===== src/pkg/scm_map.svh =====
// offsets, field positions, reset values and counts for the stepper channel monitor
`ifndef SCM_MAP_SVH
`define SCM_MAP_SVH

// frame geometry: thirteen bytes, least significant bit first
`define SCM_FRAME_BITS      104
`define SCM_FRAME_BYTES     13
`define SCM_BITCNT_W        7

// wait windows count the frame byte in units of 1024 reference clocks
`define SCM_WAIT_UNIT_LOG2  10
`define SCM_WAIT_CNT_W      18

// pulse number field: 8-bit value with two forced zero bits below it
`define SCM_PULSE_SHIFT     2
`define SCM_PULSE_CNT_W     10

// current code clamp floor (lowest reference step)
`define SCM_CUR_CODE_MIN    5'h0B

// register word indices on the wishbone port (address bits 7:2)
`define SCM_REG_CTRL        6'h00
`define SCM_REG_STATUS      6'h01
`define SCM_REG_CHAN        6'h02
`define SCM_REG_PULSE       6'h03

// control register fields and reset value
`define SCM_CTRL_ACCEPT_BIT 0
`define SCM_CTRL_INHIB_BIT  1
`define SCM_CTRL_RESET      2'h1

`endif


===== src/pkg/scm_pkg.sv =====
// types shared by the stepper channel monitor modules
package scm_pkg;

  // fourth frame byte: power save (active low) and monitor select
  typedef struct packed {
    logic       ps_n;
    logic [6:0] sel;
  } scm_mon_cfg_t;

  // fifth frame byte: first channel settings
  typedef struct packed {
    logic       enable;
    logic       reverse_direction;
    logic       unused;
    logic [4:0] code;
  } scm_chan_cfg_t;

  // whole frame, first received byte in the low bits
  typedef struct packed {
    logic [7:0]    checksum;
    logic [31:0]   beta_bytes;
    logic [7:0]    period_hi;
    logic [7:0]    period_lo;
    logic [7:0]    pulse_num;
    scm_chan_cfg_t chan_a;
    scm_mon_cfg_t  mon;
    logic [7:0]    chop_cfg;
    logic [7:0]    magnet_wait;
    logic [7:0]    start_wait;
  } scm_frame_t;

  // start-delay / magnetize-delay sequencer
  typedef enum logic [1:0] {SEQ_IDLE, SEQ_START, SEQ_MAGNET} scm_seq_t;

endpackage


===== src/rtl/scm_frame_rx.sv =====
// serial frame shifter with length and checksum check
`timescale 1ns/10ps
`default_nettype none
`include "scm_map.svh"
module scm_frame_rx
  import scm_pkg::*;
(
  // clock and reset
  input  wire logic  clk_i,
  input  wire logic  rst_n_i,
  // serial bits and latch strobe
  input  wire logic  bit_stb_i,
  input  wire logic  bit_val_i,
  input  wire logic  latch_stb_i,
  // received frame
  output scm_frame_t frame_o,
  output logic       done_o,
  output logic       good_o
);
  logic [`SCM_FRAME_BITS-1:0] shift_reg;  // shift register, first bit ends lowest
  logic [`SCM_BITCNT_W-1:0]   cnt_reg;    // received bits, saturating
  logic [7:0]                 sum;        // modulo-256 byte sum

  // sum of all thirteen bytes
  always_comb
  begin
    sum = 8'h00;
    for (int i = 0; i < `SCM_FRAME_BYTES; i++)
      sum = sum + shift_reg[i*8 +: 8];
  end

  // shift in bits and judge the frame at the latch strobe
  always_ff @(posedge clk_i)
  begin
    if (!rst_n_i)
    begin
      shift_reg <= '0;
      cnt_reg   <= '0;
      done_o    <= 1'b0;
      good_o    <= 1'b0;
      frame_o   <= '0;
    end
    else
    begin
      done_o <= latch_stb_i;
      if (latch_stb_i)
      begin
        // a short or long frame is judged bad data
        good_o  <= (cnt_reg == `SCM_BITCNT_W'(`SCM_FRAME_BITS)) && (sum == 8'h00);
        frame_o <= shift_reg;
        cnt_reg <= '0;
      end
      else if (bit_stb_i)
      begin
        shift_reg <= {bit_val_i, shift_reg[`SCM_FRAME_BITS-1:1]};
        if (cnt_reg != '1)
          cnt_reg <= cnt_reg + `SCM_BITCNT_W'(1);
      end
    end
  end
endmodule
`default_nettype wire


===== src/rtl/scm_pulse_gen.sv =====
// pulse train generator counting periods in reference clock ticks
`timescale 1ns/10ps
`default_nettype none
`include "scm_map.svh"
module scm_pulse_gen
  import scm_pkg::*;
(
  // clock and reset
  input  wire logic                        clk_i,
  input  wire logic                        rst_n_i,
  // reference tick, start and stop
  input  wire logic                        ref_tick_i,
  input  wire logic                        start_i,
  input  wire logic                        abort_i,
  // programmed count and period
  input  wire logic [`SCM_PULSE_CNT_W-1:0] count_i,
  input  wire logic [15:0]                 period_i,
  // pulse and gate
  output logic                             pulse_o,
  output logic                             gate_o
);
  logic [`SCM_PULSE_CNT_W-1:0] left_reg;  // pulses still to send
  logic [15:0]                 per_reg;   // ticks since last pulse

  // count ticks per period and pulses per run
  always_ff @(posedge clk_i)
  begin
    if (!rst_n_i || abort_i)
    begin
      left_reg <= '0;
      per_reg  <= '0;
      gate_o   <= 1'b0;
      pulse_o  <= 1'b0;
    end
    else
    begin
      pulse_o <= 1'b0;
      if (start_i)
      begin
        left_reg <= count_i;
        per_reg  <= '0;
        gate_o   <= (count_i != '0);
      end
      else if (gate_o && ref_tick_i)
      begin
        // period zero behaves as one tick
        if (per_reg + 16'h0001 >= period_i)
        begin
          per_reg  <= '0;
          pulse_o  <= 1'b1;
          left_reg <= left_reg - `SCM_PULSE_CNT_W'(1);
          gate_o   <= (left_reg != `SCM_PULSE_CNT_W'(1));
        end
        else
          per_reg <= per_reg + 16'h0001;
      end
    end
  end
endmodule
`default_nettype wire


===== src/rtl/scm_top.sv =====
// stepper channel configuration decode, sequencing and monitor multiplexer
//
// Summary of operation
// - monitor pin is OR of selected sources
// - enable source high when outputs conduct
// - direction source high for reverse rotation
// - pulse-present high when frame carries pulses
// - pulse gate high while pulses generated
// - combined wait high over both delays
// - start-delay source high during start delay
// - checksum source high for good frame
// - chopping source shows internal chopping wave
// - fourth byte D7 zero selects power save
// - fifth byte: enable, direction, current code
// - enable zero floats outputs, counter still steps
// - direction zero forward, one reverse
// - codes up to 01010 clamp to lowest
// - pulse count is sixth byte times four
// - pulses start at combined window fall
// - 16-bit period in reference clocks
// - fourth byte D0-D6 select monitor sources
//
// Added by the designer: the register offsets and the Wishbone slave port.
`timescale 1ns/10ps
`default_nettype none
`include "scm_map.svh"
module scm_top
  import scm_pkg::*;
(
  // system clock and synchronous active-low reset
  input  wire logic        CLK_SYS_I,
  input  wire logic        RST_B_I,
  // classic wishbone slave
  input  wire logic        WB_CYC_I,
  input  wire logic        WB_STB_I,
  input  wire logic        WB_WE_I,
  input  wire logic [7:0]  WB_ADR_I,
  input  wire logic [3:0]  WB_SEL_I,
  input  wire logic [31:0] WB_DAT_I,
  output logic      [31:0] WB_DAT_O,
  output logic             WB_ACK_O,
  // serial frame pins and timing pins from the host
  input  wire logic        SER_CLK_I,
  input  wire logic        SER_DATA_I,
  input  wire logic        SER_LATCH_I,
  input  wire logic        FRAME_SYNC_I,
  input  wire logic        REF_CLK_I,
  // first channel drive controls
  output logic             MOTOR_OUT_EN_O,
  output logic             DIRECTION_O,
  output logic             STEP_PULSE_O,
  output logic      [5:0]  STEP_POS_O,
  output logic      [4:0]  CURRENT_REF_LEVEL_O,
  output logic             POWER_SAVE_O,
  // monitor pins
  output logic             MONITOR_OUT_A_O,
  output logic             MONITOR_OUT_B_O
);

  // ------------------------------------------------------------------
  // pin synchronisers and edge detection
  // ------------------------------------------------------------------
  logic [4:0] pin_raw;    // raw pins: ref, sync, latch, data, clk
  logic [4:0] meta_reg;   // first synchroniser stage
  logic [4:0] sync_reg;   // second synchroniser stage
  logic [4:0] prev_reg;   // previous synchronised value
  logic       ref_tick;   // reference clock rising edge
  logic       sync_rise;  // frame sync rising edge
  logic       latch_fall; // latch falling edge
  logic       bit_stb;    // serial clock rising edge

  assign pin_raw = {REF_CLK_I, FRAME_SYNC_I, SER_LATCH_I, SER_DATA_I, SER_CLK_I};

  // two flops per pin before any logic, then one for edges
  always_ff @(posedge CLK_SYS_I)
  begin
    if (!RST_B_I)
    begin
      meta_reg <= 5'h00;
      sync_reg <= 5'h00;
      prev_reg <= 5'h00;
    end
    else
    begin
      meta_reg <= pin_raw;
      sync_reg <= meta_reg;
      prev_reg <= sync_reg;
    end
  end

  // single-cycle enables from the synchronised pins
  assign bit_stb    = sync_reg[0] & ~prev_reg[0];
  assign latch_fall = ~sync_reg[2] & prev_reg[2];
  assign sync_rise  = sync_reg[3] & ~prev_reg[3];
  assign ref_tick   = sync_reg[4] & ~prev_reg[4];

  // ------------------------------------------------------------------
  // frame reception
  // ------------------------------------------------------------------
  scm_frame_t rx_frame;   // frame captured at latch
  logic       rx_done;    // one cycle after latch
  logic       rx_good;    // length and sum correct

  // bits shift in first byte first, lsb first
  scm_frame_rx u_rx
  (
    .clk_i       (CLK_SYS_I),
    .rst_n_i     (RST_B_I),
    .bit_stb_i   (bit_stb),
    .bit_val_i   (sync_reg[1]),
    .latch_stb_i (latch_fall),
    .frame_o     (rx_frame),
    .done_o      (rx_done),
    .good_o      (rx_good)
  );

  // ------------------------------------------------------------------
  // software control register
  // ------------------------------------------------------------------
  logic [1:0] ctrl_reg;     // accept enable, step inhibit
  logic       wb_req;       // access presented and not yet answered
  logic [5:0] wb_idx;       // word index of access

  assign wb_req = WB_CYC_I & WB_STB_I & ~WB_ACK_O;
  assign wb_idx = WB_ADR_I[7:2];

  // writes to the control word, low byte lane only
  always_ff @(posedge CLK_SYS_I)
  begin
    if (!RST_B_I)
      ctrl_reg <= `SCM_CTRL_RESET;
    else if (wb_req && WB_WE_I && WB_SEL_I[0] && (wb_idx == `SCM_REG_CTRL))
      ctrl_reg <= WB_DAT_I[1:0];
  end

  // ------------------------------------------------------------------
  // latched settings
  // ------------------------------------------------------------------
  scm_frame_t cfg_reg;          // settings in force
  logic       checksum_ok_reg;  // last frame judged good
  logic       pulse_present_flag;
  logic       accept;           // frame may replace settings

  // both wait bytes must be nonzero for a frame to latch
  assign accept = rx_good && ctrl_reg[`SCM_CTRL_ACCEPT_BIT]
                  && (rx_frame.start_wait != 8'h00) && (rx_frame.magnet_wait != 8'h00);

  // checksum flag follows every latched frame
  always_ff @(posedge CLK_SYS_I)
  begin
    if (!RST_B_I)
      checksum_ok_reg <= 1'b0;
    else if (rx_done)
      checksum_ok_reg <= rx_good;
  end

  // keep old settings until a good frame latches
  always_ff @(posedge CLK_SYS_I)
  begin
    if (!RST_B_I)
      cfg_reg <= '0;
    else if (rx_done && accept)
      cfg_reg <= rx_frame;
  end

  // pulse-present set at the latch of an accepted frame, held until the next accepted frame
  always_ff @(posedge CLK_SYS_I)
  begin
    if (!RST_B_I)
      pulse_present_flag <= 1'b0;
    else if (rx_done && accept)
      pulse_present_flag <= (rx_frame.pulse_num != 8'h00);
  end

  // ------------------------------------------------------------------
  // decoded settings
  // ------------------------------------------------------------------
  logic                        power_save;        // reduced-current state
  logic                        chan_enable;       // outputs conduct
  logic                        reverse_direction; // reverse rotation set
  logic [4:0]                  current_reference_level;
  logic [`SCM_PULSE_CNT_W-1:0] pulse_count;       // pulses per frame period
  logic [15:0]                 pulse_period;      // reference clocks per pulse

  // power save when the bit is zero
  assign power_save = ~cfg_reg.mon.ps_n;
  // enable bit, forced low in power save
  assign chan_enable = cfg_reg.chan_a.enable & ~power_save;
  assign reverse_direction = cfg_reg.chan_a.reverse_direction;
  // low codes clamp to the lowest step
  assign current_reference_level = (cfg_reg.chan_a.code < `SCM_CUR_CODE_MIN) ?
                                   `SCM_CUR_CODE_MIN : cfg_reg.chan_a.code;
  // byte times four, low bits zero
  assign pulse_count = {cfg_reg.pulse_num, `SCM_PULSE_SHIFT'(0)};
  // period low byte then high byte
  assign pulse_period = {cfg_reg.period_hi, cfg_reg.period_lo};

  // ------------------------------------------------------------------
  // start-delay and magnetize-delay sequencer
  // ------------------------------------------------------------------
  scm_seq_t                   seq_reg;     // current window
  logic [`SCM_WAIT_CNT_W-1:0] wait_reg;    // reference ticks left
  logic                       run_start;   // combined window has fallen
  logic                       start_delay_window;
  logic                       combined_wait_window;

  // windows counted in reference ticks from the frame sync edge
  always_ff @(posedge CLK_SYS_I)
  begin
    if (!RST_B_I || power_save)
    begin
      seq_reg   <= SEQ_IDLE;
      wait_reg  <= '0;
      run_start <= 1'b0;
    end
    else
    begin
      run_start <= 1'b0;
      if (sync_rise)
      begin
        // start delay opens at the sync edge
        seq_reg  <= SEQ_START;
        wait_reg <= {cfg_reg.start_wait, `SCM_WAIT_UNIT_LOG2'(0)};
      end
      else if (ref_tick)
      begin
        case (seq_reg)
          SEQ_START:
          begin
            if (wait_reg <= `SCM_WAIT_CNT_W'(1))
            begin
              seq_reg  <= SEQ_MAGNET;
              wait_reg <= {cfg_reg.magnet_wait, `SCM_WAIT_UNIT_LOG2'(0)};
            end
            else
              wait_reg <= wait_reg - `SCM_WAIT_CNT_W'(1);
          end
          SEQ_MAGNET:
          begin
            // pulses begin as the combined window falls
            if (wait_reg <= `SCM_WAIT_CNT_W'(1))
            begin
              seq_reg   <= SEQ_IDLE;
              run_start <= 1'b1;
            end
            else
              wait_reg <= wait_reg - `SCM_WAIT_CNT_W'(1);
          end
          default:
            seq_reg <= SEQ_IDLE;
        endcase
      end
    end
  end

  // start delay only, held high in power save
  assign start_delay_window = (seq_reg == SEQ_START) | power_save;
  // both delays together, low in power save
  assign combined_wait_window = (seq_reg == SEQ_START) | (seq_reg == SEQ_MAGNET);

  // ------------------------------------------------------------------
  // pulse generation and step counter
  // ------------------------------------------------------------------
  logic       pulse_out;   // one pulse per period
  logic       pulse_gate;  // pulses in progress
  logic       pulse_stop;  // halt the train
  logic [5:0] step_reg;    // micro-step position

  // new sync, power save or software inhibit stop the train
  assign pulse_stop = sync_rise | power_save | ctrl_reg[`SCM_CTRL_INHIB_BIT];

  // periods counted on reference ticks, gate over the run
  scm_pulse_gen u_pulse
  (
    .clk_i      (CLK_SYS_I),
    .rst_n_i    (RST_B_I),
    .ref_tick_i (ref_tick),
    .start_i    (run_start & checksum_ok_reg),
    .abort_i    (pulse_stop),
    .count_i    (pulse_count),
    .period_i   (pulse_period),
    .pulse_o    (pulse_out),
    .gate_o     (pulse_gate)
  );

  // counter steps even while outputs float
  always_ff @(posedge CLK_SYS_I)
  begin
    if (!RST_B_I)
      step_reg <= 6'h00;
    else if (pulse_out)
      step_reg <= reverse_direction ? step_reg - 6'h01 : step_reg + 6'h01;
  end

  // ------------------------------------------------------------------
  // chopping waveform
  // ------------------------------------------------------------------
  logic [5:0] chop_cnt_reg;  // ticks in current half wave
  logic       chop_reg;      // chopping wave level

  // code zero or power save stops the wave
  always_ff @(posedge CLK_SYS_I)
  begin
    if (!RST_B_I || power_save || (cfg_reg.chop_cfg[5:0] == 6'h00))
    begin
      chop_cnt_reg <= 6'h00;
      chop_reg     <= 1'b0;
    end
    else if (ref_tick)
    begin
      if (chop_cnt_reg + 6'h01 >= cfg_reg.chop_cfg[5:0])
      begin
        chop_cnt_reg <= 6'h00;
        chop_reg     <= ~chop_reg;
      end
      else
        chop_cnt_reg <= chop_cnt_reg + 6'h01;
    end
  end

  // ------------------------------------------------------------------
  // monitor multiplexer
  // ------------------------------------------------------------------
  logic [6:0] src_a;  // first channel sources, bit order D6..D0
  logic [6:0] src_b;  // second pin sources, second channel absent

  assign src_a = {chan_enable, reverse_direction, pulse_out, pulse_present_flag,
                  pulse_gate, checksum_ok_reg, chop_reg};
  assign src_b = {5'h00, combined_wait_window, start_delay_window};

  // selected sources ORed onto each pin
  always_ff @(posedge CLK_SYS_I)
  begin
    if (!RST_B_I)
    begin
      MONITOR_OUT_A_O <= 1'b0;
      MONITOR_OUT_B_O <= 1'b0;
    end
    else
    begin
      MONITOR_OUT_A_O <= |(cfg_reg.mon.sel & src_a);
      MONITOR_OUT_B_O <= |(cfg_reg.mon.sel & src_b);
    end
  end

  // drive outputs from flops
  always_ff @(posedge CLK_SYS_I)
  begin
    if (!RST_B_I)
    begin
      MOTOR_OUT_EN_O      <= 1'b0;
      DIRECTION_O         <= 1'b0;
      STEP_PULSE_O        <= 1'b0;
      CURRENT_REF_LEVEL_O <= `SCM_CUR_CODE_MIN;
      POWER_SAVE_O        <= 1'b1;
    end
    else
    begin
      MOTOR_OUT_EN_O      <= chan_enable;
      DIRECTION_O         <= reverse_direction;
      STEP_PULSE_O        <= pulse_out;
      CURRENT_REF_LEVEL_O <= current_reference_level;
      POWER_SAVE_O        <= power_save;
    end
  end

  assign STEP_POS_O = step_reg;

  // ------------------------------------------------------------------
  // wishbone answer
  // ------------------------------------------------------------------
  // one wait cycle, ack drops the cycle after, unmapped reads zero
  always_ff @(posedge CLK_SYS_I)
  begin
    if (!RST_B_I)
    begin
      WB_ACK_O <= 1'b0;
      WB_DAT_O <= 32'h0000_0000;
    end
    else
    begin
      WB_ACK_O <= wb_req;
      if (wb_req)
      begin
        case (wb_idx)
          `SCM_REG_CTRL:
            WB_DAT_O <= {30'h0000_0000, ctrl_reg};
          `SCM_REG_STATUS:
            WB_DAT_O <= {10'h000, step_reg, 10'h000, power_save, pulse_present_flag,
                         pulse_gate, combined_wait_window, start_delay_window,
                         checksum_ok_reg};
          `SCM_REG_CHAN:
            WB_DAT_O <= {16'h0000, cfg_reg.mon, cfg_reg.chan_a};
          `SCM_REG_PULSE:
            WB_DAT_O <= {pulse_period, 6'h00, pulse_count};
          default:
            WB_DAT_O <= 32'h0000_0000;
        endcase
      end
    end
  end

endmodule
`default_nettype wire


===== config.mk =====
export PLATFORM = sky130hd
export DESIGN_NAME = scm_top
export DESIGN_NICKNAME = d
export VERILOG_FILES = /design/src/pkg/scm_pkg.sv /design/src/rtl/scm_frame_rx.sv /design/src/rtl/scm_pulse_gen.sv /design/src/rtl/scm_top.sv
export VERILOG_INCLUDE_DIRS = /design/src /design/src/pkg
export SDC_FILE = /design/constraint.sdc
export NUM_CORES = 1
export LEC_CHECK = 0
export ABC_CLOCK_PERIOD_IN_PS = 5940
export BUFFER_PORTS_ARGS = -buffer_cell sky130_fd_sc_hd__buf_2
export CORE_MARGIN = 10
export CORE_UTILIZATION = 60
export CTS_BUF_LIST = sky130_fd_sc_hd__clkbuf_4
export CTS_CLUSTER_SIZE = 24
export DETAILED_ROUTE_END_ITERATION = 10
export PLACE_DENSITY = 0.83
export SETUP_SLACK_MARGIN = 0.1
export SLEW_MARGIN = 20
export SYNTH_ARGS = -nofsm -noshare
export SYNTH_HDL_FRONTEND = slang
export SYNTH_SLANG_ARGS = --single-unit

===== constraint.sdc =====
create_clock -name CLK_SYS_I -period 5.94 [get_ports CLK_SYS_I]
set_clock_uncertainty 0.05 [all_clocks]
set_input_delay 0.594 -clock CLK_SYS_I [delete_from_list [all_inputs] [get_ports CLK_SYS_I]]
set_output_delay 0.594 -clock CLK_SYS_I [all_outputs]
set_load 0.005 [all_outputs]

==> results.ini, run 1 <==
[logic_synthesis]
synth_fa_ha_area_share_pct=12.2
syn_inst=1845
synth-seq-cells=361
avgSynthCellArea_um2=8.86
synthSimpleGateAreaFrac_pct=17.6
yosysSeqAreaShare_pct=44.2
synth_edf_count=0
synth_xor_xnor_area_share_pct=3.97
ys_warn_count=0
ys.flop_type=dfxtp_1
synthesis.nets=2016
ys_types=64
synth_top_family_by_area=simple AND/OR/NAND/NOR gates
async_flop_share_pct=0
synth_area_um2=16300
synth_compound_gate_area_share_pct=15.5
synthMuxAreaShare_pct=1.73

[pwr]
p_comb_share_pct=2.0
p_seq_share_pct=53.1
report.power.total_uw=4570
p_per_area_nw_per_um2=255
swShare_pct=22.8
p_int_uw=3530
worst_ir_drop_vdd_mv=0.129
p_clk_share_pct=45.0
cellLeakagePower_uw=0.00667
p_sw_uw=1040

[cells_and_area]
fin_util_pct=66.8
final_net_count=2084
largest_register_ffs=104
drive_above_1_share_pct=12.4
area_growth_pct=9.83

[drt]
wl_um=37600
vias=13200
drc_errors=0
ant_nets=0
wl_per_cell_um=16.3
drt_iter0_markers=1224
avgViaCountPerCell=5.70
drt_first_pass_iters=6

[critical_path]
path_delay_family=adder cells
crit_path_end_kind=flip-flop
reg2reg_depth=15
startpoint_type=flip-flop
path_cells=fa_1 -> inv_1 -> fa_1 -> fa_1 -> fa_1 -> inv_1 -> fa_1 -> ha_1 -> inv_1 -> fa_1 -> nor4bb_1 -> nand3_1 -> nor4_1 -> nand3_1 -> o21ai_0
slowest_delay_ps=560
cpMostUsedCell=fa_1
cp_num_buf_inv=3
cp.arrival_ps=5520
worstSetupPathType=flip-flop to flip-flop
crit_required_ps=6510
critPathSlowestCell=fa_1
cp_max_fo=4
crit_cells=15

[floorplanning]
die_w_um=185
rows=60
initial_core_util_pct=60.8
core_um2=26900
ios=104
die_area_um2=34200
die_y_um=185

[timing]
tightest_slew_ps=1040
slew_viol_final=0
finalCritPeriodShare_pct=83.2
finalCriticalPeriod_ps=4940
fmax_mhz=202
final_hold_viol_count=0
worst_slew_margin_rel_pct=30.9
fin_setup_tns_ps=0
setup_viol_count_final=0
rsz0062_at_grt=no

[hold_path]
whs_path_depth=2
hold_class=primary input to flip-flop

[grt]
antenna_found_initial=1
grt_max_degree=114
grt_pass1_wl_um=62900
grt-ovfl-total=0
grt_pass1_vias=12600
gr-usage-all-layers_pct=22.1

[cts]
cts.sinks=361
cts_made_buffers=90
clk_pin_slew_worst_paths_ps=60
root_buffer=clkbuf_4
cts_buffer_depth=3
insertion_delay_ps=740
cts.htree.levels=3
cts_tree=built

[place]
numPortBuffers=68
gp_congestion=0.876
dp_hpwl_um=25700

[run_status]
status=complete, no violations

[flow_run]
cap_viol_max_count=0

## cell usage after synthesis, drive strengths merged (2+ instances only)
cell / number / share of area (%)
a2111oi: 2 / 0.11
a211oi: 9 / 0.41
a21o: 10 / 0.47
a21oi: 221 / 6.8
a221oi: 3 / 0.16
a22o: 66 / 3.5
a22oi: 29 / 1.3
a31o: 2 / 0.11
a31oi: 3 / 0.11
and2: 24 / 0.92
and3: 18 / 0.72
buf: 12 / 0.41
clkbuf: 90 / 2.1
dfxtp: 361 / 44
fa: 70 / 8.6
ha: 47 / 3.6
inv: 103 / 2.4
mux2: 12 / 0.87
mux2i: 14 / 0.86
nand2: 378 / 8.7
nand2b: 10 / 0.38
nand3: 27 / 0.83
nand3b: 2 / 0.092
nand4: 12 / 0.46
nor2: 104 / 2.4
nor2b: 7 / 0.27
nor3: 17 / 0.66
nor3b: 3 / 0.14
nor4: 16 / 0.61
nor4bb: 2 / 0.12
o211a: 2 / 0.12
o211ai: 2 / 0.092
o21ai: 45 / 1.4
o21bai: 4 / 0.18
o22ai: 3 / 0.11
o31a: 2 / 0.11
o31ai: 2 / 0.092
or2: 3 / 0.11
or3: 15 / 0.57
or4: 8 / 0.39
xnor2: 61 / 3.3
xor2: 13 / 0.70
## repair_timing
item / in CTS / in global routing
gates resized for setup: 0 / 0
hold endpoints to repair: 2 / 0
hold buffers: 2 / 0
setup buffers: 0 / 0
## stage by stage
| step | hold slack (ps) | worst slack, ps | cell area [um2] | std cells |
|---|---|---|---|---|
| 2_1_floorplan | 362 | 1420 | 16300 | 1845 |
| 3_3_place_gp | 364 | 1190 | 16800 | 2160 |
| 3_5_place_dp | 369 | 1090 | 16800 | 2160 |
| 4_1_cts | 12.6 | 1020 | 17900 | 2310 |
| 5_1_grt | 18.0 | 683 | 17900 | 2314 |
| 6_report | 53.8 | 997 | 17900 | 2314 |
## cells by family after synthesis
| kind of cell | Yosys count |
|---|---|
| adder cells (fa/ha/maj) | 117 |
| AND/OR/NAND/NOR | 649 |
| flip-flops | 361 |
| buffers and inverters | 206 |
| AO/OA/AOI/OAI | 412 |
| multiplexers | 26 |
| XOR/XNOR | 74 |
## cell usage in the layout, fill, tap and decap left out, types with 14 or more instances in the layout
| cell type | synthesis | routed |
|---|---|---|
| nand2_1 | 377 | 376 |
| dfxtp_1 | 361 | 361 |
| a21oi_1 | 221 | 221 |
| clkbuf_4 | 0 | 131 |
| inv_1 | 103 | 103 |
| nor2_1 | 104 | 103 |
| fa_1 | 70 | 70 |
| buf_2 | 2 | 68 |
| a22o_1 | 66 | 66 |
| xnor2_1 | 61 | 61 |
| ha_1 | 47 | 47 |
| o21ai_0 | 43 | 43 |
| a22oi_1 | 29 | 29 |
| nand3_1 | 27 | 26 |
| and2_1 | 22 | 20 |
| and3_1 | 17 | 16 |
| nor4_1 | 16 | 16 |
| or3_1 | 15 | 15 |
| nor3_1 | 15 | 15 |
| mux2i_1 | 14 | 14 |
## layer usage
layer | up-vias | share of wire, % | GRT usage [%] | routed length [um]
met1 | 6244 | 43 | 28.9 | 16300
met5 | - | 0 | 0 | 0
met2 | 452 | 47 | 35.4 | 17500
li1 | 6405 | - | - | -
met4 | 0 | 3.2 | 9.33 | 1190
met3 | 94 | 7.0 | 3.88 | 2620
## final cells by class
type | count | area, um2
Tap cell | 341 | 427
Antenna cell | 4 | 10.0
Multi-Input combinational cell | 1278 | 8360
Inverter | 104 | 395
Fill cell | 2132 | 8930
Clock buffer | 131 | 983
Timing Repair Buffer | 78 | 420
Clock inverter | 17 | 123
Sequential cell | 361 | 7230
## path summary, 6_finish.rpt
kind | startpoint | end | slack (ps)
worst max-delay path | u_rx.shift_reg[2]$_SDFFE_PN0P_ | u_rx.good_o$_SDFFE_PN0P_ | 1000
worst min-delay path | SER_DATA_I | meta_reg[1]$_SDFF_PN0_ | 50
worst max register to register | u_rx.shift_reg[2]$_SDFFE_PN0P_ | u_rx.good_o$_SDFFE_PN0P_ | 1000
worst min register to register | u_rx.frame_o[17]$_SDFFE_PN0P_ | cfg_reg[17]$_SDFFE_PN0P_ | 370
## power by group through the flow
stage	clock, uW	sequential (uW)	combinational [uW]
floorplan	0	2480	65.3
global placement	0	2480	86.8
CTS	2090	2430	88.7
finish	2060	2430	89.5
detailed placement	0	2480	87.6
global route	2230	2430	98.3
Note: power is estimated with default switching activity, not from simulation.
==> inputs of run 2 (changes only) <==
- ABC_CLOCK_PERIOD_IN_PS: 5940 -> 4800
- clock period: 5.94 -> 4.8 ns (I/O delays scaled with it)
==> results.ini, run 2 (synthesized netlist as in run 1, its figures left out) <==
[cells_and_area]
final_common_cell=nand2_1  ; unchanged
fin_cells=2330  ; was 2314
largest_register_ffs=104  ; unchanged
most-common-layout-cells=nand2_1 (376), dfxtp_1 (353), a21oi_1 (221)  ; was nand2_1 (376), dfxtp_1 (361), a21oi_1 (221)
drive_above_1_share_pct=13.6  ; was 12.4%
stdcell_area_um2=18100  ; was 17900 um2
final_net_count=2101  ; was 2084
area_growth_pct=10.6  ; was 9.83%

[critical_path]
cp.arrival_ps=5170  ; was 5520 ps
crit_start=u_rx.shift_reg[25]$_SDFFE_PN0P_  ; was u_rx.shift_reg[2]$_SDFFE_PN0P_
worstSetupPathType=flip-flop to flip-flop  ; unchanged
critPathSlowestCell=fa_2  ; was fa_1
startpoint_type=flip-flop  ; unchanged
reg2reg_from=u_rx.shift_reg[25]$_SDFFE_PN0P_  ; was u_rx.shift_reg[2]$_SDFFE_PN0P_
crit_path_end_kind=flip-flop  ; unchanged
slowest_delay_ps=580  ; was 560 ps
reg2reg_slack_ps=200  ; was 1000 ps
path_cells=fa_1 -> inv_1 -> fa_1 -> fa_2 -> inv_1 -> fa_2 -> fa_1 -> ha_2 -> inv_1 -> fa_1 -> nor4bb_4 -> nand3_1 -> nor4_2 -> nand3_1 -> o21ai_1  ; was fa_1 -> inv_1 -> fa_1 -> fa_1 -> fa_1 -> inv_1 -> fa_1 -> ha_1 -> inv_1 -> fa_1 -> nor4bb_1 -> nand3_1 -> nor4_1 -> nand3_1 -> o21ai_0
cp_max_fo=4  ; unchanged
cpMostUsedCell=fa_1  ; unchanged
crit_required_ps=5370  ; was 6510 ps

[drt]
drt_first_pass_iters=5  ; was 6
wl_um=38200  ; was 37600 um
drt_iter0_markers=1365  ; was 1224
drc_errors=0  ; unchanged
avgViaCountPerCell=5.72  ; was 5.70
vias=13300  ; was 13200
wl_per_cell_um=16.4  ; was 16.3 um
ant_nets=0  ; unchanged

[place]
dp_cells=2170  ; was 2160
place_area_um2=16900  ; was 16800 um2
numPortBuffers=68  ; unchanged
gp_congestion=0.874  ; was 0.876
dp_hpwl_um=26300  ; was 25700 um

[timing]
finalCriticalPeriod_ps=4600  ; was 4940 ps
setup_viol_count_final=0  ; unchanged
worst_slew_margin_rel_pct=25.8  ; was 30.9%
fmax_mhz=218  ; was 202 MHz
slew_viol_final=0  ; unchanged
whs_ps=108  ; was 53.8 ps
tightest_slew_ps=1110  ; was 1040 ps
final_hold_viol_count=0  ; unchanged
finalCritPeriodShare_pct=95.8  ; was 83.2%
fin_setup_tns_ps=0  ; unchanged
rsz0062_at_grt=yes  ; was no

[floorplanning]
die_w_um=185  ; unchanged
ios=104  ; unchanged
initial_core_util_pct=60.8  ; unchanged
die_area_um2=34200  ; unchanged
core_um2=26900  ; unchanged
die_y_um=185  ; unchanged
rows=60  ; unchanged

[hold_path]
hold_class=primary input to flip-flop  ; unchanged
hp-start=WB_WE_I  ; was SER_DATA_I

[pwr]
p_per_area_nw_per_um2=308  ; was 255 nW/um2
cellLeakagePower_uw=0.00674  ; was 0.00667 uW
worst_ir_drop_vdd_mv=0.204  ; was 0.129 mV

[grt]
grt_pass1_vias=13000  ; was 12600
grt-ovfl-total=0  ; unchanged
gr-usage-all-layers_pct=22.5  ; was 22.1%
antenna_found_initial=1  ; unchanged
grt_pass1_wl_um=64000  ; was 62900 um
grt_max_degree=123  ; was 114

[cts]
root_buffer=clkbuf_4  ; unchanged
clk_pin_slew_worst_paths_ps=70  ; was 60 ps
cts_tree=built  ; unchanged
cts_buffer_depth=3  ; unchanged
cts_made_buffers=90  ; unchanged
insertion_delay_ps=720  ; was 740 ps
cts.sinks=361  ; unchanged
cts.htree.levels=3  ; unchanged

[flow_run]
cap_viol_max_count=0  ; unchanged

[run_status]
status=complete, no violations  ; unchanged

run 2: layout make-up:
cell class                      instances  area, um2
Antenna cell                            1       2.50
Clock buffer                          134       1010
Clock inverter                         16       68.8
Fill cell                            2056       8800
Inverter                              104        395
Multi-Input combinational cell       1278       8380
Sequential cell                       361       7240
Tap cell                              341        427
Timing Repair Buffer                   95        561
run 2: what timing repair did:
| item | CTS | global route |
|---|---|---|
| gates resized for setup | 12 | 5 |
| setup endpoints to repair | 1 | 1 |
| pin swaps | 14 | 6 |
| hold endpoints to repair | 7 | 0 |
| hold buffers | 7 | 0 |
| buffers inserted | 2 | 0 |
run 2: worst paths after layout:
path,cells past startpoint,to
worst max-delay path,15,u_rx.good_o$_SDFFE_PN0P_
worst min-delay path,4,ctrl_reg[0]$_SDFFE_PN1P_
worst max register to register,15,u_rx.good_o$_SDFFE_PN0P_
worst min register to register,1,sync_reg[0]$_SDFF_PN0_
run 2: metrics by stage:
stage	util (%)	setup WS (ps)	total power, uW
6_report	67.3	204	5560
5_1_grt	67.3	0.444	5770
4_1_cts	67.2	110	5600
3_5_place_dp	62.8	52.1	3180
3_3_place_gp	62.8	90.1	3180
2_1_floorplan	-	277	3150
run 2: report_power, final:
| part | internal [uW] | switching (uW) | total [uW] |
|---|---|---|---|
| clock network | 1260 | 1180 | 2450 |
| registers | 3000 | 2.49 | 3000 |
| logic | 25.0 | 90.5 | 116 |
run 2: routing by layer:
layer,global-route usage [%],part of all wire (%),up-vias
met5,0,0,-
met4,9.14,2.8,0
met3,4.55,6.7,81
met2,35.6,47,424
met1,29.5,44,6390
li1,-,-,6424
run 2: critical path, delay by kind of cell (launching register included):
kind | cells | cell delay (ps)
AO/OA/AOI/OAI | 1 | 130
adder cells (fa/ha/maj) | 7 | 3170
buffers and inverters | 3 | 160
flip-flops | 1 | 360
AND/OR/NAND/NOR | 4 | 650
==> inputs of run 3 (changes only) <==
- CORE_UTILIZATION: 60 -> 55
- PLACE_DENSITY: 0.83 -> 0.77
==> results.ini, run 3 (synthesized netlist as in run 1, its figures left out) <==
[timing]
final_hold_viol_count=0  ; unchanged
fmax_mhz=218  ; about the same
rsz0062_at_grt=yes  ; unchanged
finalCriticalPeriod_ps=4590  ; was 4600 ps
slew_viol_final=0  ; unchanged
worst_slew_margin_rel_pct=34.9  ; was 25.8%
fin_setup_tns_ps=0  ; unchanged
setup_viol_count_final=0  ; unchanged
tightest_slew_ps=976  ; was 1110 ps
finalCritPeriodShare_pct=95.7  ; was 95.8%

[place]
dp_hpwl_um=26000  ; was 26300 um
place_area_um2=16900  ; about the same
numPortBuffers=68  ; unchanged
gp_congestion=0.866  ; was 0.874
dp_cells=2219  ; was 2170

[cells_and_area]
largest_register_ffs=104  ; unchanged
stdcell_area_um2=18300  ; was 18100 um2
drive_above_1_share_pct=13.8  ; was 13.6%
area_growth_pct=11.8  ; was 10.6%
most-common-layout-cells=nand2_1 (376), dfxtp_1 (355), a21oi_1 (221)  ; was nand2_1 (376), dfxtp_1 (353), a21oi_1 (221)
final_common_cell=nand2_1  ; unchanged
fin_cells=2388  ; was 2330
fillers=2528  ; was 2056
final_net_count=2106  ; was 2101

[critical_path]
reg2reg_from=u_rx.shift_reg[42]$_SDFFE_PN0P_  ; was u_rx.shift_reg[25]$_SDFFE_PN0P_
reg2reg_depth=15  ; unchanged
crit_required_ps=5370  ; about the same
cp_max_fo=2  ; was 4
crit_path_end_kind=flip-flop  ; unchanged
cp.arrival_ps=5160  ; was 5170 ps
r2r-end=u_rx.good_o$_SDFFE_PN0P_  ; unchanged
worstSetupPathType=flip-flop to flip-flop  ; unchanged
startpoint_type=flip-flop  ; unchanged
reg2reg_slack_ps=210  ; was 200 ps

[grt]
grt-ovfl-total=0  ; unchanged
grt_pass1_wl_um=62100  ; was 64000 um
antenna_found_initial=1  ; unchanged
grt_max_degree=105  ; was 123
grt_pass1_vias=12600  ; was 13000
gr-usage-all-layers_pct=20.2  ; was 22.5%

[cts]
cts_made_buffers=94  ; was 90
cts_tree=built  ; unchanged
insertion_delay_ps=720  ; about the same
root_buffer=clkbuf_4  ; unchanged
cts.sinks=361  ; unchanged
cts.htree.levels=3  ; unchanged
cts_buffer_depth=3  ; unchanged
clk_pin_slew_worst_paths_ps=70  ; about the same

[drt]
wl_um=37500  ; was 38200 um
vias=13200  ; was 13300
drt_first_pass_iters=5  ; unchanged
avgViaCountPerCell=5.51  ; was 5.72
drc_errors=0  ; unchanged
ant_nets=0  ; unchanged
wl_per_cell_um=15.7  ; was 16.4 um
drt_iter0_markers=906  ; was 1365

[floorplanning]
core_um2=29500  ; was 26900 um2
die_y_um=192  ; was 185 um
die_w_um=192  ; was 185 um
initial_core_util_pct=55.4  ; was 60.8%
ios=104  ; unchanged
die_area_um2=37000  ; was 34200 um2
rows=63  ; was 60

[pwr]
p_sw_uw=1290  ; was 1270 uW
p_comb_share_pct=2.1  ; about the same
p_clk_share_pct=45.4  ; was 44.0%
swShare_pct=22.5  ; was 22.9%
worst_ir_drop_vdd_mv=0.226  ; was 0.204 mV
cellLeakagePower_uw=0.00680  ; was 0.00674 uW
p_seq_share_pct=52.5  ; was 54.0%
p_per_area_nw_per_um2=313  ; was 308 nW/um2
p_int_uw=4430  ; was 4290 uW
report.power.total_uw=5720  ; was 5560 uW

[hold_path]
hold_class=primary input to flip-flop  ; unchanged
min_delay_worst_endpoint=ctrl_reg[0]$_SDFFE_PN1P_  ; unchanged
whs_path_depth=4  ; unchanged
hp-start=WB_WE_I  ; unchanged

[flow_run]
cap_viol_max_count=0  ; unchanged

[run_status]
status=complete, no violations  ; unchanged

run 3: what timing repair did:
item / CTS / global route
endpoints found under the hold margin: 7 / 0
resized for setup: 8 / 5
pin swaps: 11 / 13
setup buffers: 0 / 2
endpoints found under the setup margin: 1 / 1
hold buffers: 7 / 0
run 3: area by class of cell:
type / count / area (um2) / area share (%)
Inverter: 104 / 395 / 2.16
Sequential cell: 361 / 7230 / 39.6
Multi-Input combinational cell: 1278 / 8380 / 45.9
Clock buffer: 137 / 1030 / 5.63
Antenna cell: 1 / 2.50 / 0.0137
Clock inverter: 21 / 141 / 0.774
Timing Repair Buffer: 96 / 593 / 3.25
Tap cell: 390 / 488 / 2.67
run 3: routing by layer:
metal	track usage, %	up-vias	routed length (um)
li1	-	6457	-
met3	4.55	93	2330
met1	26.7	6215	17100
met2	31.3	400	16900
met4	8.50	0	1190
met5	0	-	0
run 3: metrics by stage:
stage	hold slack (ps)	worst slack, ps	utilization, %
2_1_floorplan	362	277	-
3_3_place_gp	364	90.5	57.5
3_5_place_dp	373	10.4	57.5
4_1_cts	58.8	112	61.8
5_1_grt	111	52.9	62.0
6_report	116	206	62.0
run 3: power groups by stage:
stage / Clock [uW] / Sequential [uW] / Combinational (uW)
global route: 2810 / 3000 / 130
floorplan: 0 / 3070 / 80.8
finish: 2600 / 3000 / 119
CTS: 2660 / 3000 / 118
detailed placement: 0 / 3070 / 113
global placement: 0 / 3070 / 112
run 3: how the worst max path moves through the flow:
stage	startpoint	end	slack [ps]	cells after the start
after global routing	u_rx.shift_reg[42]$_SDFFE_PN0P_	u_rx.good_o$_SDFFE_PN0P_	50	15
after CTS	u_rx.shift_reg[49]$_SDFFE_PN0P_	u_rx.good_o$_SDFFE_PN0P_	110	15
after global placement	u_rx.shift_reg[2]$_SDFFE_PN0P_	u_rx.good_o$_SDFFE_PN0P_	90	15
final	u_rx.shift_reg[42]$_SDFFE_PN0P_	u_rx.good_o$_SDFFE_PN0P_	210	15
after detailed placement	u_rx.shift_reg[2]$_SDFFE_PN0P_	u_rx.good_o$_SDFFE_PN0P_	10	15
after floorplan	u_rx.shift_reg[2]$_SDFFE_PN0P_	u_rx.good_o$_SDFFE_PN0P_	280	15
run 3: worst max-delay path, stage by stage, from the launching register on:
cell,delay [ps]
dfxtp_2,330
fa_1,560
inv_2,50
fa_1,540
fa_1,450
fa_1,540
inv_1,50
fa_1,490
ha_2,200
inv_1,50
fa_1,480
nor4bb_4,190
nand3_1,120
nor4_2,140
nand3_1,120
o21ai_1,150
